**config.mk**
```make
export PLATFORM = sky130hd
export DESIGN_NAME = risc_instruction_format_decoder
export DESIGN_NICKNAME = d
export VERILOG_FILES = /design/src/design/isa_pkg.sv /design/src/design/risc_instruction_format_decoder.sv
export VERILOG_INCLUDE_DIRS = /design/src /design/src/design
export SDC_FILE = /design/constraint.sdc
export NUM_CORES = 1
export LEC_CHECK = 0
export BUFFER_PORTS_ARGS = -buffer_cell sky130_fd_sc_hd__buf_2
export CORE_AREA = 2 2 131 121
export CTS_BUF_LIST = sky130_fd_sc_hd__clkbuf_8
export CTS_CLUSTER_SIZE = 12
export DETAILED_ROUTE_END_ITERATION = 10
export DIE_AREA = 0 0 133 123
export PLACE_DENSITY_LB_ADDON = 0.15
export SYNTH_ARGS = -nofsm -noshare
export SYNTH_HDL_FRONTEND = slang
export SYNTH_SLANG_ARGS = --single-unit
```
**constraint.sdc**
```tcl
create_clock -name clk -period 3.9 [get_ports clk]
set_input_delay 0.78 -clock clk [delete_from_list [all_inputs] [get_ports clk]]
set_output_delay 0.78 -clock clk [all_outputs]
set_load 0.02 [all_outputs]
```
**src/design/isa_defines.svh**
```systemverilog
// Offsets, field positions, reset values and counts for the instruction decoder
`ifndef ISA_DEFINES_SVH
`define ISA_DEFINES_SVH

// ==========================================
// Register map (byte addresses)
`define REG_CTRL 8'h00
`define REG_STAT 8'h04
`define REG_WORD 8'h08
`define REG_CYC 8'h0c
`define CTRL_RUN_BIT 0
`define CTRL_RUN_RST 1'b1
`define RESP_OKAY 2'b00
`define RESP_SLVERR 2'b10

// ==========================================
// Instruction fields
`define INSN_W 14
`define OP_HI 13
`define OP_LO 8
`define DEST_BIT 7
`define REG_HI 6
`define POS_HI 9
`define POS_LO 7
`define IMM8_HI 7
`define IMM11_HI 10

// ==========================================
// File addresses and status flag positions
`define ADDR_PCL 7'h02
`define ADDR_STATUS 7'h03
`define FLAG_Z 2
`define FLAG_DC 1
`define FLAG_C 0

// ==========================================
// Timing
`define OSC_PER_INSN 4

`endif

```
**src/design/isa_pkg.sv**
```systemverilog
// Types shared by the instruction decoder and its bench
package isa_pkg;

	typedef enum logic [1:0] {GRP_BYTE = 2'b00, GRP_BIT = 2'b01, GRP_LIT = 2'b10} grp_t;

	// Gray order along the oscillator phases
	typedef enum logic [1:0] {PH_Q1 = 2'b00, PH_Q2 = 2'b01, PH_Q3 = 2'b11, PH_Q4 = 2'b10} phase_t;

	typedef struct packed {
		logic awvalid;
		logic [7:0] awaddr;
		logic wvalid;
		logic [31:0] wdata;
		logic [3:0] wstrb;
		logic bready;
		logic arvalid;
		logic [7:0] araddr;
		logic rready;
	} axi_req_t;

	typedef struct packed {
		logic awready;
		logic wready;
		logic bvalid;
		logic [1:0] bresp;
		logic arready;
		logic rvalid;
		logic [31:0] rdata;
		logic [1:0] rresp;
	} axi_rsp_t;

	typedef struct packed {
		logic valid;
		logic idle;
		grp_t grp;
		logic [5:0] opcode;
		logic to_file;
		logic [6:0] reg_num;
		logic [2:0] flag_pos;
		logic [7:0] imm8;
		logic [10:0] imm11;
		logic wr_file;
		logic acc_wr;
		logic [7:0] wr_data;
		logic two_cycle;
	} exec_t;

	typedef struct packed {
		phase_t ph;
		logic run;
		logic flush;
		logic [31:0] cyc;
		logic [13:0] last_w;
		exec_t ex;
		logic aw_got;
		logic w_got;
		logic [7:0] awaddr;
		logic [31:0] wdata;
		logic [3:0] wstrb;
		logic bvalid;
		logic [1:0] bresp;
		logic rvalid;
		logic [31:0] rdata;
		logic [1:0] rresp;
	} state_t;

endpackage

```
**src/design/risc_instruction_format_decoder.sv**
```systemverilog
// Instruction word decoder with cycle pacing and an AXI4-Lite control port
//
// The AXI4-Lite register port and the placing of the registers were chosen for this implementation.
`timescale 1ns/10ps
`default_nettype none
`include "isa_defines.svh"

module risc_instruction_format_decoder (
	input wire logic clk,
	input wire logic arst_n,
	input wire isa_pkg::axi_req_t axi_req,
	output var isa_pkg::axi_rsp_t axi_rsp,
	input wire logic [13:0] fetch_word,
	output logic fetch_take,
	output logic [6:0] rd_addr,
	input wire logic [7:0] file_rd_data,
	input wire logic [7:0] alu_result,
	input wire logic [2:0] alu_flags,
	output var isa_pkg::exec_t ex
);
	import isa_pkg::*;

	// ==========================================
	// Reset release
	logic [1:0] rst_sync_q;
	logic rst_n;
	state_t st_q;
	state_t st_d;
	logic tick;
	logic pc_chg;
	logic skip_taken;
	logic [2:0] fmask;
	logic [2:0] fval;
	logic [7:0] result;
	logic [7:0] rmw;

	always_ff @(posedge clk or negedge arst_n) begin
		if (!arst_n) begin
			rst_sync_q <= 2'b00;
		end else begin
			rst_sync_q <= {rst_sync_q[0], 1'b1};
		end
	end
	assign rst_n = rst_sync_q[1];

	// ==========================================
	// Decode helpers
	function automatic grp_t grp_of(input logic [13:0] w);
		if (w[13:12] == 2'b00) begin
			return GRP_BYTE;
		end else if (w[13:12] == 2'b01) begin
			return GRP_BIT;
		end
		return GRP_LIT;
	endfunction

	// Returns, jumps, calls and writes to the low PC byte
	function automatic logic changes_pc(input logic [13:0] w);
		logic ret;
		ret = (w[13:4] == 10'h000) && (w[3:1] == 3'b100);
		return (w[13:12] == 2'b10) || (w[13:10] == 4'b1101) || ret ||
			((grp_of(w) == GRP_BYTE) && w[`DEST_BIT] && (w[6:0] == `ADDR_PCL));
	endfunction

	// Flags touched, as {Z, DC, C}; x bits of literal codes are masked off
	function automatic logic [2:0] flag_mask(input logic [13:0] w);
		logic [2:0] m;
		m = 3'b000;
		casez (w[13:8])
			6'b000111, 6'b000010: m = 3'b111;
			6'b00110?: m = 3'b001;
			6'b000000, 6'b00111?, 6'b001011: m = 3'b000;
			6'b00????: m = 3'b100;
			6'b11111?, 6'b11110?: m = 3'b111;
			6'b111000, 6'b111001, 6'b111010: m = 3'b100;
			default: m = 3'b000;
		endcase
		return m;
	endfunction

	// ==========================================
	// Datapath terms
	assign tick = st_q.run && (st_q.ph == PH_Q4);
	assign fetch_take = tick;
	assign rd_addr = fetch_word[`REG_HI:0];

	always_comb begin
		rmw = file_rd_data;
		rmw[fetch_word[`POS_HI:`POS_LO]] = fetch_word[10];
		skip_taken = 1'b0;
		if (grp_of(fetch_word) == GRP_BIT && fetch_word[11]) begin
			skip_taken = file_rd_data[fetch_word[`POS_HI:`POS_LO]] == fetch_word[10];
		end else if (fetch_word[13:8] == 6'b001011 || fetch_word[13:8] == 6'b001111) begin
			skip_taken = (alu_result == 8'h00);
		end
		pc_chg = changes_pc(fetch_word);
		fmask = flag_mask(fetch_word);
		fval = alu_flags;
		result = alu_result;
		if (grp_of(fetch_word) == GRP_BIT) begin
			result = rmw;
		end else if (fetch_word[13:8] == 6'b000001) begin
			result = 8'h00;
			fval = 3'b100;
		end else if (fetch_word[13:11] == 3'b110) begin
			result = fetch_word[`IMM8_HI:0];
		end
		if (fetch_word[`REG_HI:0] == `ADDR_STATUS) begin
			result[2:0] = (result[2:0] & ~fmask) | (fval & fmask);
		end
	end

	// ==========================================
	// Next state
	always_comb begin
		st_d = st_q;
		st_d.ex.valid = 1'b0;
		if (st_q.run) begin
			case (st_q.ph)
				PH_Q1: st_d.ph = PH_Q2;
				PH_Q2: st_d.ph = PH_Q3;
				PH_Q3: st_d.ph = PH_Q4;
				default: st_d.ph = PH_Q1;
			endcase
		end
		if (tick) begin
			st_d.cyc = st_q.cyc + 32'h1;
			if (st_q.flush) begin
				st_d.ex = '0;
				st_d.ex.valid = 1'b1;
				st_d.ex.idle = 1'b1;
				st_d.flush = 1'b0;
			end else begin
				st_d.last_w = fetch_word;
				st_d.ex.valid = 1'b1;
				st_d.ex.idle = (fetch_word[13:7] == 7'h00) && (fetch_word[4:0] == 5'h00);
				st_d.ex.grp = grp_of(fetch_word);
				st_d.ex.opcode = fetch_word[`OP_HI:`OP_LO];
				st_d.ex.to_file = fetch_word[`DEST_BIT];
				st_d.ex.reg_num = fetch_word[`REG_HI:0];
				st_d.ex.flag_pos = fetch_word[`POS_HI:`POS_LO];
				st_d.ex.imm8 = fetch_word[`IMM8_HI:0];
				st_d.ex.imm11 = fetch_word[`IMM11_HI:0];
				st_d.ex.wr_data = result;
				st_d.ex.wr_file = 1'b0;
				st_d.ex.acc_wr = 1'b0;
				if (grp_of(fetch_word) == GRP_BYTE) begin
					st_d.ex.wr_file = fetch_word[`DEST_BIT];
					st_d.ex.acc_wr = !fetch_word[`DEST_BIT] && (fetch_word[13:8] != 6'h00);
				end else if (grp_of(fetch_word) == GRP_BIT) begin
					st_d.ex.wr_file = !fetch_word[11];
				end else begin
					st_d.ex.acc_wr = fetch_word[13:12] == 2'b11;
				end
				st_d.ex.two_cycle = pc_chg || skip_taken;
				st_d.flush = pc_chg || skip_taken;
			end
		end
		// Bus write side: address and data taken in either order
		if (axi_req.awvalid && axi_rsp.awready) begin
			st_d.aw_got = 1'b1;
			st_d.awaddr = {axi_req.awaddr[7:2], 2'b00};
		end
		if (axi_req.wvalid && axi_rsp.wready) begin
			st_d.w_got = 1'b1;
			st_d.wdata = axi_req.wdata;
			st_d.wstrb = axi_req.wstrb;
		end
		if (st_q.aw_got && st_q.w_got && !st_q.bvalid) begin
			st_d.aw_got = 1'b0;
			st_d.w_got = 1'b0;
			st_d.bvalid = 1'b1;
			st_d.bresp = `RESP_OKAY;
			if (st_q.awaddr == `REG_CTRL) begin
				if (st_q.wstrb[0]) begin
					st_d.run = st_q.wdata[`CTRL_RUN_BIT];
				end
			end else if (st_q.awaddr == `REG_STAT || st_q.awaddr == `REG_WORD) begin
				st_d.bresp = `RESP_OKAY;
			end else if (st_q.awaddr != `REG_CYC) begin
				st_d.bresp = `RESP_SLVERR;
			end
		end else if (st_q.bvalid && axi_req.bready) begin
			st_d.bvalid = 1'b0;
		end
		// Bus read side
		if (axi_req.arvalid && !st_q.rvalid) begin
			st_d.rvalid = 1'b1;
			st_d.rresp = `RESP_OKAY;
			st_d.rdata = 32'h0;
			if ({axi_req.araddr[7:2], 2'b00} == `REG_CTRL) begin
				st_d.rdata[`CTRL_RUN_BIT] = st_q.run;
			end else if ({axi_req.araddr[7:2], 2'b00} == `REG_STAT) begin
				st_d.rdata = {10'h0, st_q.ex.opcode, 12'h0, st_q.ex.grp, st_q.ex.idle, st_q.flush};
			end else if ({axi_req.araddr[7:2], 2'b00} == `REG_WORD) begin
				st_d.rdata = {18'h0, st_q.last_w};
			end else if ({axi_req.araddr[7:2], 2'b00} == `REG_CYC) begin
				st_d.rdata = st_q.cyc;
			end else begin
				st_d.rresp = `RESP_SLVERR;
			end
		end else if (st_q.rvalid && axi_req.rready) begin
			st_d.rvalid = 1'b0;
		end
	end

	always_ff @(posedge clk or negedge rst_n) begin
		if (!rst_n) begin
			st_q <= '0;
			st_q.run <= `CTRL_RUN_RST;
		end else begin
			st_q <= st_d;
		end
	end

	// ==========================================
	// Outputs
	assign ex = st_q.ex;
	always_comb begin
		axi_rsp.awready = !st_q.aw_got && !st_q.bvalid;
		axi_rsp.wready = !st_q.w_got && !st_q.bvalid;
		axi_rsp.bvalid = st_q.bvalid;
		axi_rsp.bresp = st_q.bresp;
		axi_rsp.arready = !st_q.rvalid;
		axi_rsp.rvalid = st_q.rvalid;
		axi_rsp.rdata = st_q.rdata;
		axi_rsp.rresp = st_q.rresp;
	end

	// ==========================================
	// Checks
	AST_FOUR_PERIODS: assert property (@(posedge clk) disable iff (!rst_n)
		tick ##1 st_q.run [*3] |-> !tick ##0 $past(tick, 3));
	AST_IDLE_FOLLOWS: assert property (@(posedge clk) disable iff (!rst_n)
		tick && !st_q.flush && (pc_chg || skip_taken) |=> st_q.flush ##0
		(!tick [*3]) ##1 (!tick || (st_d.ex.idle && !st_d.flush)));
	AST_STATUS_WIPE: assert property (@(posedge clk) disable iff (!rst_n)
		ex.valid && !ex.idle && ex.opcode == 6'b000001 && ex.to_file &&
		ex.reg_num == `ADDR_STATUS |-> ex.wr_data == 8'h04);
	AST_DEST_ACC: assert property (@(posedge clk) disable iff (!rst_n)
		ex.valid && !ex.idle && ex.grp == GRP_BYTE |->
		ex.wr_file == ex.to_file && !(ex.wr_file && ex.acc_wr));
	AST_BYTE_FIELDS: assert property (@(posedge clk) disable iff (!rst_n)
		tick && !st_q.flush |=> ex.reg_num == $past(fetch_word[6:0]) &&
		ex.opcode == $past(fetch_word[13:8]) && ex.to_file == $past(fetch_word[7]));
	AST_BIT_POS: assert property (@(posedge clk) disable iff (!rst_n)
		tick && !st_q.flush && fetch_word[13:12] == 2'b01 |=>
		ex.flag_pos == $past(fetch_word[9:7]) && ex.grp == GRP_BIT);
	AST_LONG_IMM: assert property (@(posedge clk) disable iff (!rst_n)
		tick && !st_q.flush && fetch_word[13:12] == 2'b10 |=>
		ex.imm11 == $past(fetch_word[10:0]) && ex.two_cycle);
	AST_BIT_RMW: assert property (@(posedge clk) disable iff (!rst_n)
		tick && !st_q.flush && fetch_word[13:11] == 3'b010 &&
		fetch_word[6:0] != `ADDR_STATUS |=> ex.wr_file && (ex.wr_data ==
		(($past(file_rd_data) & ~(8'h01 << ex.flag_pos)) |
		({7'h0, ex.opcode[2]} << ex.flag_pos))));
	AST_BRESP_HOLD: assert property (@(posedge clk) disable iff (!rst_n)
		axi_rsp.bvalid && !axi_req.bready |=> axi_rsp.bvalid && $stable(axi_rsp.bresp));

endmodule

`default_nettype wire

```
== Word-level counts from Yosys, hierarchy flattened ==
Cells that the tools add are included.
Storage, ports and cells
  input bits: 92
  output and inout bits: 100
  word-level logic and storage cells: 178
  bits in registers: 151
Operators by class
  $add $sub $neg: 1
  magnitude comparators: 2
  reduce and logical (&&, ||, !) cells: 51
  mux-type cells: 58
  equal/unequal tests: 32
  bitwise logic cells: 5
Operators with widths (number)
  $mux W32: 3
  $mux W51: 1
  $mux W50: 1
  $mux W2: 19
  $add A32 B1 Y32 const B: 1
  $mux W31: 1
  $eq A6 B2 Y1 const B: 4
  $mux W8: 3
  $mux W1: 21
  $eq A6 B1 Y1 const B: 3
  $eq A6 B6 Y1 const B: 3
  $logic_and A1 B1 Y1: 17
  $logic_not A8 Y1: 2
  $eq A7 B2 Y1 const B: 2
  $eq A6 B4 Y1 const B: 2
  $logic_not A6 Y1: 2
  $eq A5 B3 Y1 const B: 2
  $eq A5 B5 Y1 const B: 2
  $logic_not A10 Y1: 1
  $mux W3: 3
  $pmux W3 S3: 1
  $bwmux W8: 1
  $eq A2 B1 Y1 const B: 4
  $eq A2 B2 Y1 const B: 4
  other kinds (27): 46

== Longest topological paths before layout ==
Gate-level depths: netlist (run 1).
  depth in word-level cells: 21
  gate-level depth with buffers: 8
  depth with buffers taken out: 6

== Worst setup path before layout (run 1) ==
Ideal clock, no wire load.
  path type: input to register
  start: in axi_req[8] in the netlist's numbering
  end: reg st_q, in the netlist axi_rsp[24]
  arrival time: 2.113 ns
  setup time: 0.065 ns
  path slack: 1.721 ns
  path buffers: 1
  stages: 6
  required time: 3.835 ns
  cells stage by stage: or4_1 nor2_2 nand2_1 nor2_2 buf_2 a22o_1
On the way
  word-level cells in the longest chain between the ends: 5
  elaborated cells between the ends (all ways): 8
  classes of those cells: eq/ne: 3; mux: 4; reduce/logical: 1
RTL lines
  from (decl): RTL line risc_instruction_format_decoder.sv:11  | input wire isa_pkg::axi_req_t axi_req,
  $eq A6 B2 Y1 (no source line)
  $mux W32: RTL line risc_instruction_format_decoder.sv:197  | end else if ({axi_req.araddr[7:2], 2'b00} == `REG_CYC) begin
  $mux W32: RTL line risc_instruction_format_decoder.sv:195  | end else if ({axi_req.araddr[7:2], 2'b00} == `REG_WORD) begin
  $mux W32: RTL line risc_instruction_format_decoder.sv:193  | end else if ({axi_req.araddr[7:2], 2'b00} == `REG_STAT) begin
  $mux W31 *: RTL line risc_instruction_format_decoder.sv:191  | if ({axi_req.araddr[7:2], 2'b00} == `REG_CTRL) begin
  to (signal assigned): RTL line risc_instruction_format_decoder.sv:212  | st_q <= st_d;
  to (decl): RTL line risc_instruction_format_decoder.sv:27  | state_t st_q;
Every way passes the cells marked *; elsewhere a longest branch is shown, timed or not.
A chain may end at the register's enable or synchronous reset.

== Worst setup path in the final report (run 1) ==
  start: reg st_q[182] in the netlist's numbering
  end: out fetch_take
On the way
  word-level cells in the longest chain between the ends: 1
RTL lines
  $logic_and A1 B1 Y1: RTL line risc_instruction_format_decoder.sv:83  | assign tick = st_q.run && (st_q.ph == PH_Q4);
  to (decl): RTL line risc_instruction_format_decoder.sv:14  | output logic fetch_take,
No other way between the ends.

==> flow_summary.ini, run 1 <==
[status]
outcome = completed

[synthesis]
yosysUniqueCellTypes = 65
synth_edf_count = 0
ys.flop_type = dfrtp_1
ys_seq_area_share_pct = 47.7
netlist_instances = 650
ys_ff_latch = 126
synth_async_sr_flop_share_pct = 100
syn-cell-area_sq_um = 6620
syn_avg_cell_area_sq_um = 10.2
yosysWarnings = 0

[routing]
viasPerCell = 5.09
routedWlPerCell_microns = 15.8
drtPass1Iterations = 5
routed_wl_microns = 14400
vias = 4648
drtIter0Drc = 186
ant_nets = 0
drcViolationCount = 0

[clocking]
cts_setup_buffers = 0
clock-root-buffer = clkbuf_8
clk_latency_ps = 440
cts_resized = 0
tritoncts = done
htreeDepth = 4
ctsHoldBuffers = 0
clk_path_buf_depth = 2
path_clk_slew_ps = 70
clock-sinks = 126
cts_buffers = 17

[finish]
seq_area_sq_um = 3160
fin_util_pct = 48.4
nets = 791
fill_cells = 1442
instances_no_fill = 913
multi_input_area_sq_um = 2560
drive_gt1_share_pct = 30.8
syn2layout_area_growth_pct = 9.70
num_antenna_cells = 0
fin_area_sq_um = 7260

[power_and_ir_drop]
powerDensity_nw_per_um2 = 563
total_power_mw = 4.09
ir_drop_mv = 0.267
leakage_nw = 3.72

[floorplan]
die_w_microns = 133
num_rows = 43
die_h_microns = 123
coreArea_sq_um = 15000
start_util_pct = 44.1
die_area_sq_um = 16400
io_pins = 192

[setup_path]
cp-end-kind = primary output
critPathSlowestCell = dfstp_2
critical_path_class = flop to primary output
cp.depth = 3
path_buf_inv = 2
worstPathArrival_ps = 2050
rr_startpoint = st_q[182]
crit_start = st_q[182]
reg2reg_depth = 4
crit_chain = nand3b_4, inv_1, buf_2
crit_family = flip-flops
worstPathRequired_ps = 3120
start_kind = flop
reg2reg_slack_ps = 1390
r2r_end = ex[2]
cp_max_fo = 36
cpPeakStageDelay_ps = 650
endpoint = fetch_take

[place]
numPortBuffers = 151
globalplace.congestion = 0.859
dp_hpwl_microns = 10400
dp_cells = 881
post-place-ws_ps = 1040
placed_area_sq_um = 6810

[grt]
grt_antenna_before_repair = 0
grt_pass1_vias = 4493
track_usage_pct = 18.4
grt_max_degree = 76
grt_pass1_wl_microns = 23600
overflow = 0

[sta]
fmax_mhz = 353
fin_crit_ps = 2830
rsz0062_at_grt = no
setup_viol = 0
fin_crit_sh_pct = 72.6
hold_viol_final = 0
relSlewSlack_pct = 35.3
worst_hold_slack_ps = 107
worst_pin_slew_ps = 970
clock_skew_ps = 10.3
fin_ws_ps = 1070
tns_ps = 0
slew_violations = 0

[run]
cap_violations = 0

[hold_path]
worst_hold_path_type = input pin to asynchronous set/reset pin
==> cell usage in the layout, fill, tap and decap left out, drive strengths merged, types with 8 or more instances in the layout <==
| master | count |
|---|---|
| nand2 | 102 |
| mux2i | 40 |
| o22ai | 8 |
| a22o | 25 |
| xor2 | 11 |
| nor4 | 11 |
| clkbuf | 21 |
| nand3 | 15 |
| inv | 14 |
| nor2 | 22 |
| a21oi | 10 |
| xnor2 | 21 |
| o21ai | 36 |
| buf | 155 |
| dfrtp | 125 |
| mux2 | 10 |
==> layer usage <==
layer  share of wire (%)  wire length, microns  vias up  track usage [%]
met2                  47                  6740      137             29.4
met5                   0                     0        -                0
met1                  47                  6720     2267             25.0
li1                    -                     -     2230                -
met4                 1.2                   173        0             5.44
met3                 5.5                   791       14             4.55
==> area by class of cell <==
type                       instances  area share [%]
tap                              202            3.48
timing repair buffer             155            10.8
inverter                          13           0.741
multi-input combinational        385            35.2
clock buffer                      21            3.98
sequential                       126            43.5
clock inverter                    11            2.24
==> how the worst min path moves through the flow <==
| stage | start | end | slack (ps) | cells after the start |
|---|---|---|---|---|
| finish | arst_n | rst_sync_q[1] | 110 | 1 |
| global route | arst_n | rst_sync_q[1] | 70 | 1 |
| CTS | arst_n | rst_sync_q[1] | 70 | 1 |
| detailed placement | rst_sync_q[0] | rst_sync_q[1] | 340 | 0 |
| global placement | rst_sync_q[0] | rst_sync_q[1] | 340 | 0 |
| floorplan | rst_sync_q[0] | rst_sync_q[1] | 330 | 0 |
==> registers in the layout, summed over array words and instances, names as in the netlist <==
register / flops
st_q: 60
rst_sync_q: 2
ex: 28
axi_rsp: 36
==> cells in the mapped netlist (all sizes together) (2+ instances only) <==
master  instances  area share [%]
a21oi          10            0.81
a22o           25             3.3
a31oi           3            0.28
and2            5            0.47
and3            5            0.51
and4            2            0.28
buf           103              12
clkbuf         24             1.4
conb            2            0.11
dfrtp         125              47
inv            13            0.81
mux2           10             1.7
mux2i          40             6.0
mux4            2            0.68
nand2         102             5.8
nand2b          7            0.66
nand3          15             1.6
nand3b          2            0.42
nand4           7            0.66
nor2           22             1.3
nor2b           4            0.38
nor3            7            0.60
nor3b           3            0.34
nor4           11             1.8
nor4b           2            0.26
o21ai          36             2.7
o21bai          2            0.23
o22ai           8            0.76
o311ai          2            0.26
or2             2            0.19
or4             2            0.23
xnor2          21             2.8
xor2           11             1.5
==> where the power goes <==
| group | leakage (nW) | total, mW | internal (mW) | switching, mW |
|---|---|---|---|---|
| combinational | 1.87 | 1.06 | 0.408 | 0.651 |
| clock | 0.229 | 1.27 | 0.760 | 0.512 |
| sequential | 1.62 | 1.76 | 1.55 | 0.208 |
| total | 3.72 | 4.09 | 2.72 | 1.37 |
==> worst register-to-register path, delay by kind of cell (launching register included) <==
kind	cells	cell delay, ps
DFF	1	650
AOI/OAI and AO/OA	1	450
and+or+nand+nor	2	960
buffers and inverters	1	350
==> cells by family (layout without fill, tap and decap cells) <==
logic type / count (synthesis) / count (layout) / share of synthesized area [%]
simple gates: 202 / 202 / 16.1
xor+xnor: 32 / 32 / 4.23
mux: 52 / 52 / 8.43
other cells: 2 / 3 / 0.113
buf+inv: 140 / 200 / 13.7
fa+ha+maj: 1 / 1 / 0.189
flops: 126 / 126 / 47.7
compound gates: 95 / 95 / 9.55
Note: power is estimated with default switching activity, not from simulation.
==> run 2: changes to the inputs <==
==> constraint.sdc (replaced) <==
create_clock -name clk -period 2.6 [get_ports clk]
set_input_delay 0.52 -clock clk [delete_from_list [all_inputs] [get_ports clk]]
set_output_delay 0.52 -clock clk [all_outputs]
set_load 0.02 [all_outputs]
==> flow_summary.ini, run 2 (synthesis results as in run 1) <==
[setup_path]
cp-end-kind = primary output
cp_max_fo = 13
critical_path_class = flop to primary output
reg2reg_slack_ps = 620
worstPathArrival_ps = 1750
start_kind = flop
worstPathRequired_ps = 2080

[routing]
drtIter0Drc = 225
routedWlPerCell_microns = 15.8
viasPerCell = 5.08
drtPass1Iterations = 4
routed_wl_microns = 14500
drcViolationCount = 0
ant_nets = 0
vias = 4683

[place]
globalplace.congestion = 0.862
dp_cells = 888
dp_hpwl_microns = 10800
numPortBuffers = 151

[sta]
fmax_mhz = 441
hold_viol_final = 0
relSlewSlack_pct = 62.6
setup_viol = 0
clock_skew_ps = 9.51
rsz0062_at_grt = no
fin_crit_sh_pct = 87.3
fin_crit_ps = 2270
slew_violations = 0
worst_pin_slew_ps = 560
tns_ps = 0

[clocking]
cts_setup_buffers = 0
clock-sinks = 126
tritoncts = done
ctsHoldBuffers = 1
path_clk_slew_ps = 70
cts_resized = 0
htreeDepth = 4
cts_buffers = 17
clk_path_buf_depth = 2
clock-root-buffer = clkbuf_8
clk_latency_ps = 440

[run]
cap_violations = 0

[finish]
nets = 799
multi_input_area_sq_um = 2560
layout_common_cells = buf_2, dfrtp_1, nand2_1
fill_cells = 1460
largest_register = st_q
largest_register_ff_count = 60
num_antenna_cells = 0
layout_commonest_cell = buf_2
instances_no_fill = 921
fin_util_pct = 48.6
seq_area_sq_um = 3160
drive_gt1_share_pct = 31.0
syn2layout_area_growth_pct = 10.3

[status]
outcome = completed

[floorplan]
num_rows = 43
coreArea_sq_um = 15000
io_pins = 192
start_util_pct = 44.1
die_h_microns = 123
die_area_sq_um = 16400
die_w_microns = 133

[grt]
track_usage_pct = 18.6
overflow = 0
grt_pass1_wl_microns = 23900
grt_antenna_before_repair = 0
grt_max_degree = 61
grt_pass1_vias = 4529

[power_and_ir_drop]
powerDensity_nw_per_um2 = 822
leakage_nw = 3.76
ir_drop_mv = 0.356

[hold_path]
worst_hold_path_type = input pin to flop
run 2: final timing paths:
| check | start | to | cells past startpoint |
|---|---|---|---|
| setup / recovery | st_q[182] | fetch_take | 3 |
| hold / removal | axi_req[0] | axi_rsp[34] | 2 |
| setup reg to reg | st_q[182] | st_q[180] | 5 |
| hold reg to reg | rst_sync_q[1] | ex[50] | 0 |
| max in group asynchronous | rst_sync_q[1] | axi_rsp[28] | 1 |
| min in group asynchronous | rst_sync_q[1] | ex[50] | 0 |
run 2: report_power, final:
| group | switching [mW] | internal, mW |
|---|---|---|
| combinational | 0.989 | 0.621 |
| clock | 0.728 | 1.03 |
| sequential | 0.304 | 2.33 |
| total | 2.02 | 3.98 |
run 2: critical path, cell delays in order (launching register included):
cell and delay [ps]:
dfstp_2 630, nand3b_4 200, inv_1 260, buf_2 210
run 2: area by class of cell:
type                    instances  share of cell area [%]
repair buffers                163                    11.8
clock inverters                11                    1.71
well taps                     202                    3.46
inverters                      13                   0.737
clock buffers                  21                    3.96
flip-flops and latches        126                    43.3
multi-input cells             385                    35.1
run 2: metrics by stage:
stage / hold WS (ps) / setup slack [ps] / cell area [sq um] / total power [mW]
6_report: 269 / 331 / 7300 / 6.00
4_1_cts: 234 / 273 / 7300 / 6.10
2_1_floorplan: 224 / 501 / 6620 / 4.18
3_3_place_gp: 307 / 403 / 6870 / 4.28
5_1_grt: 238 / 215 / 7300 / 6.37
3_5_place_dp: 311 / 420 / 6870 / 4.31
run 2: per-layer routing:
| metal | share of wire, % | track usage [%] |
|---|---|---|
| met5 | 0 | 0 |
| met4 | 1.7 | 6.65 |
| met3 | 5.0 | 3.85 |
| met2 | 47 | 29.3 |
| met1 | 47 | 25.7 |
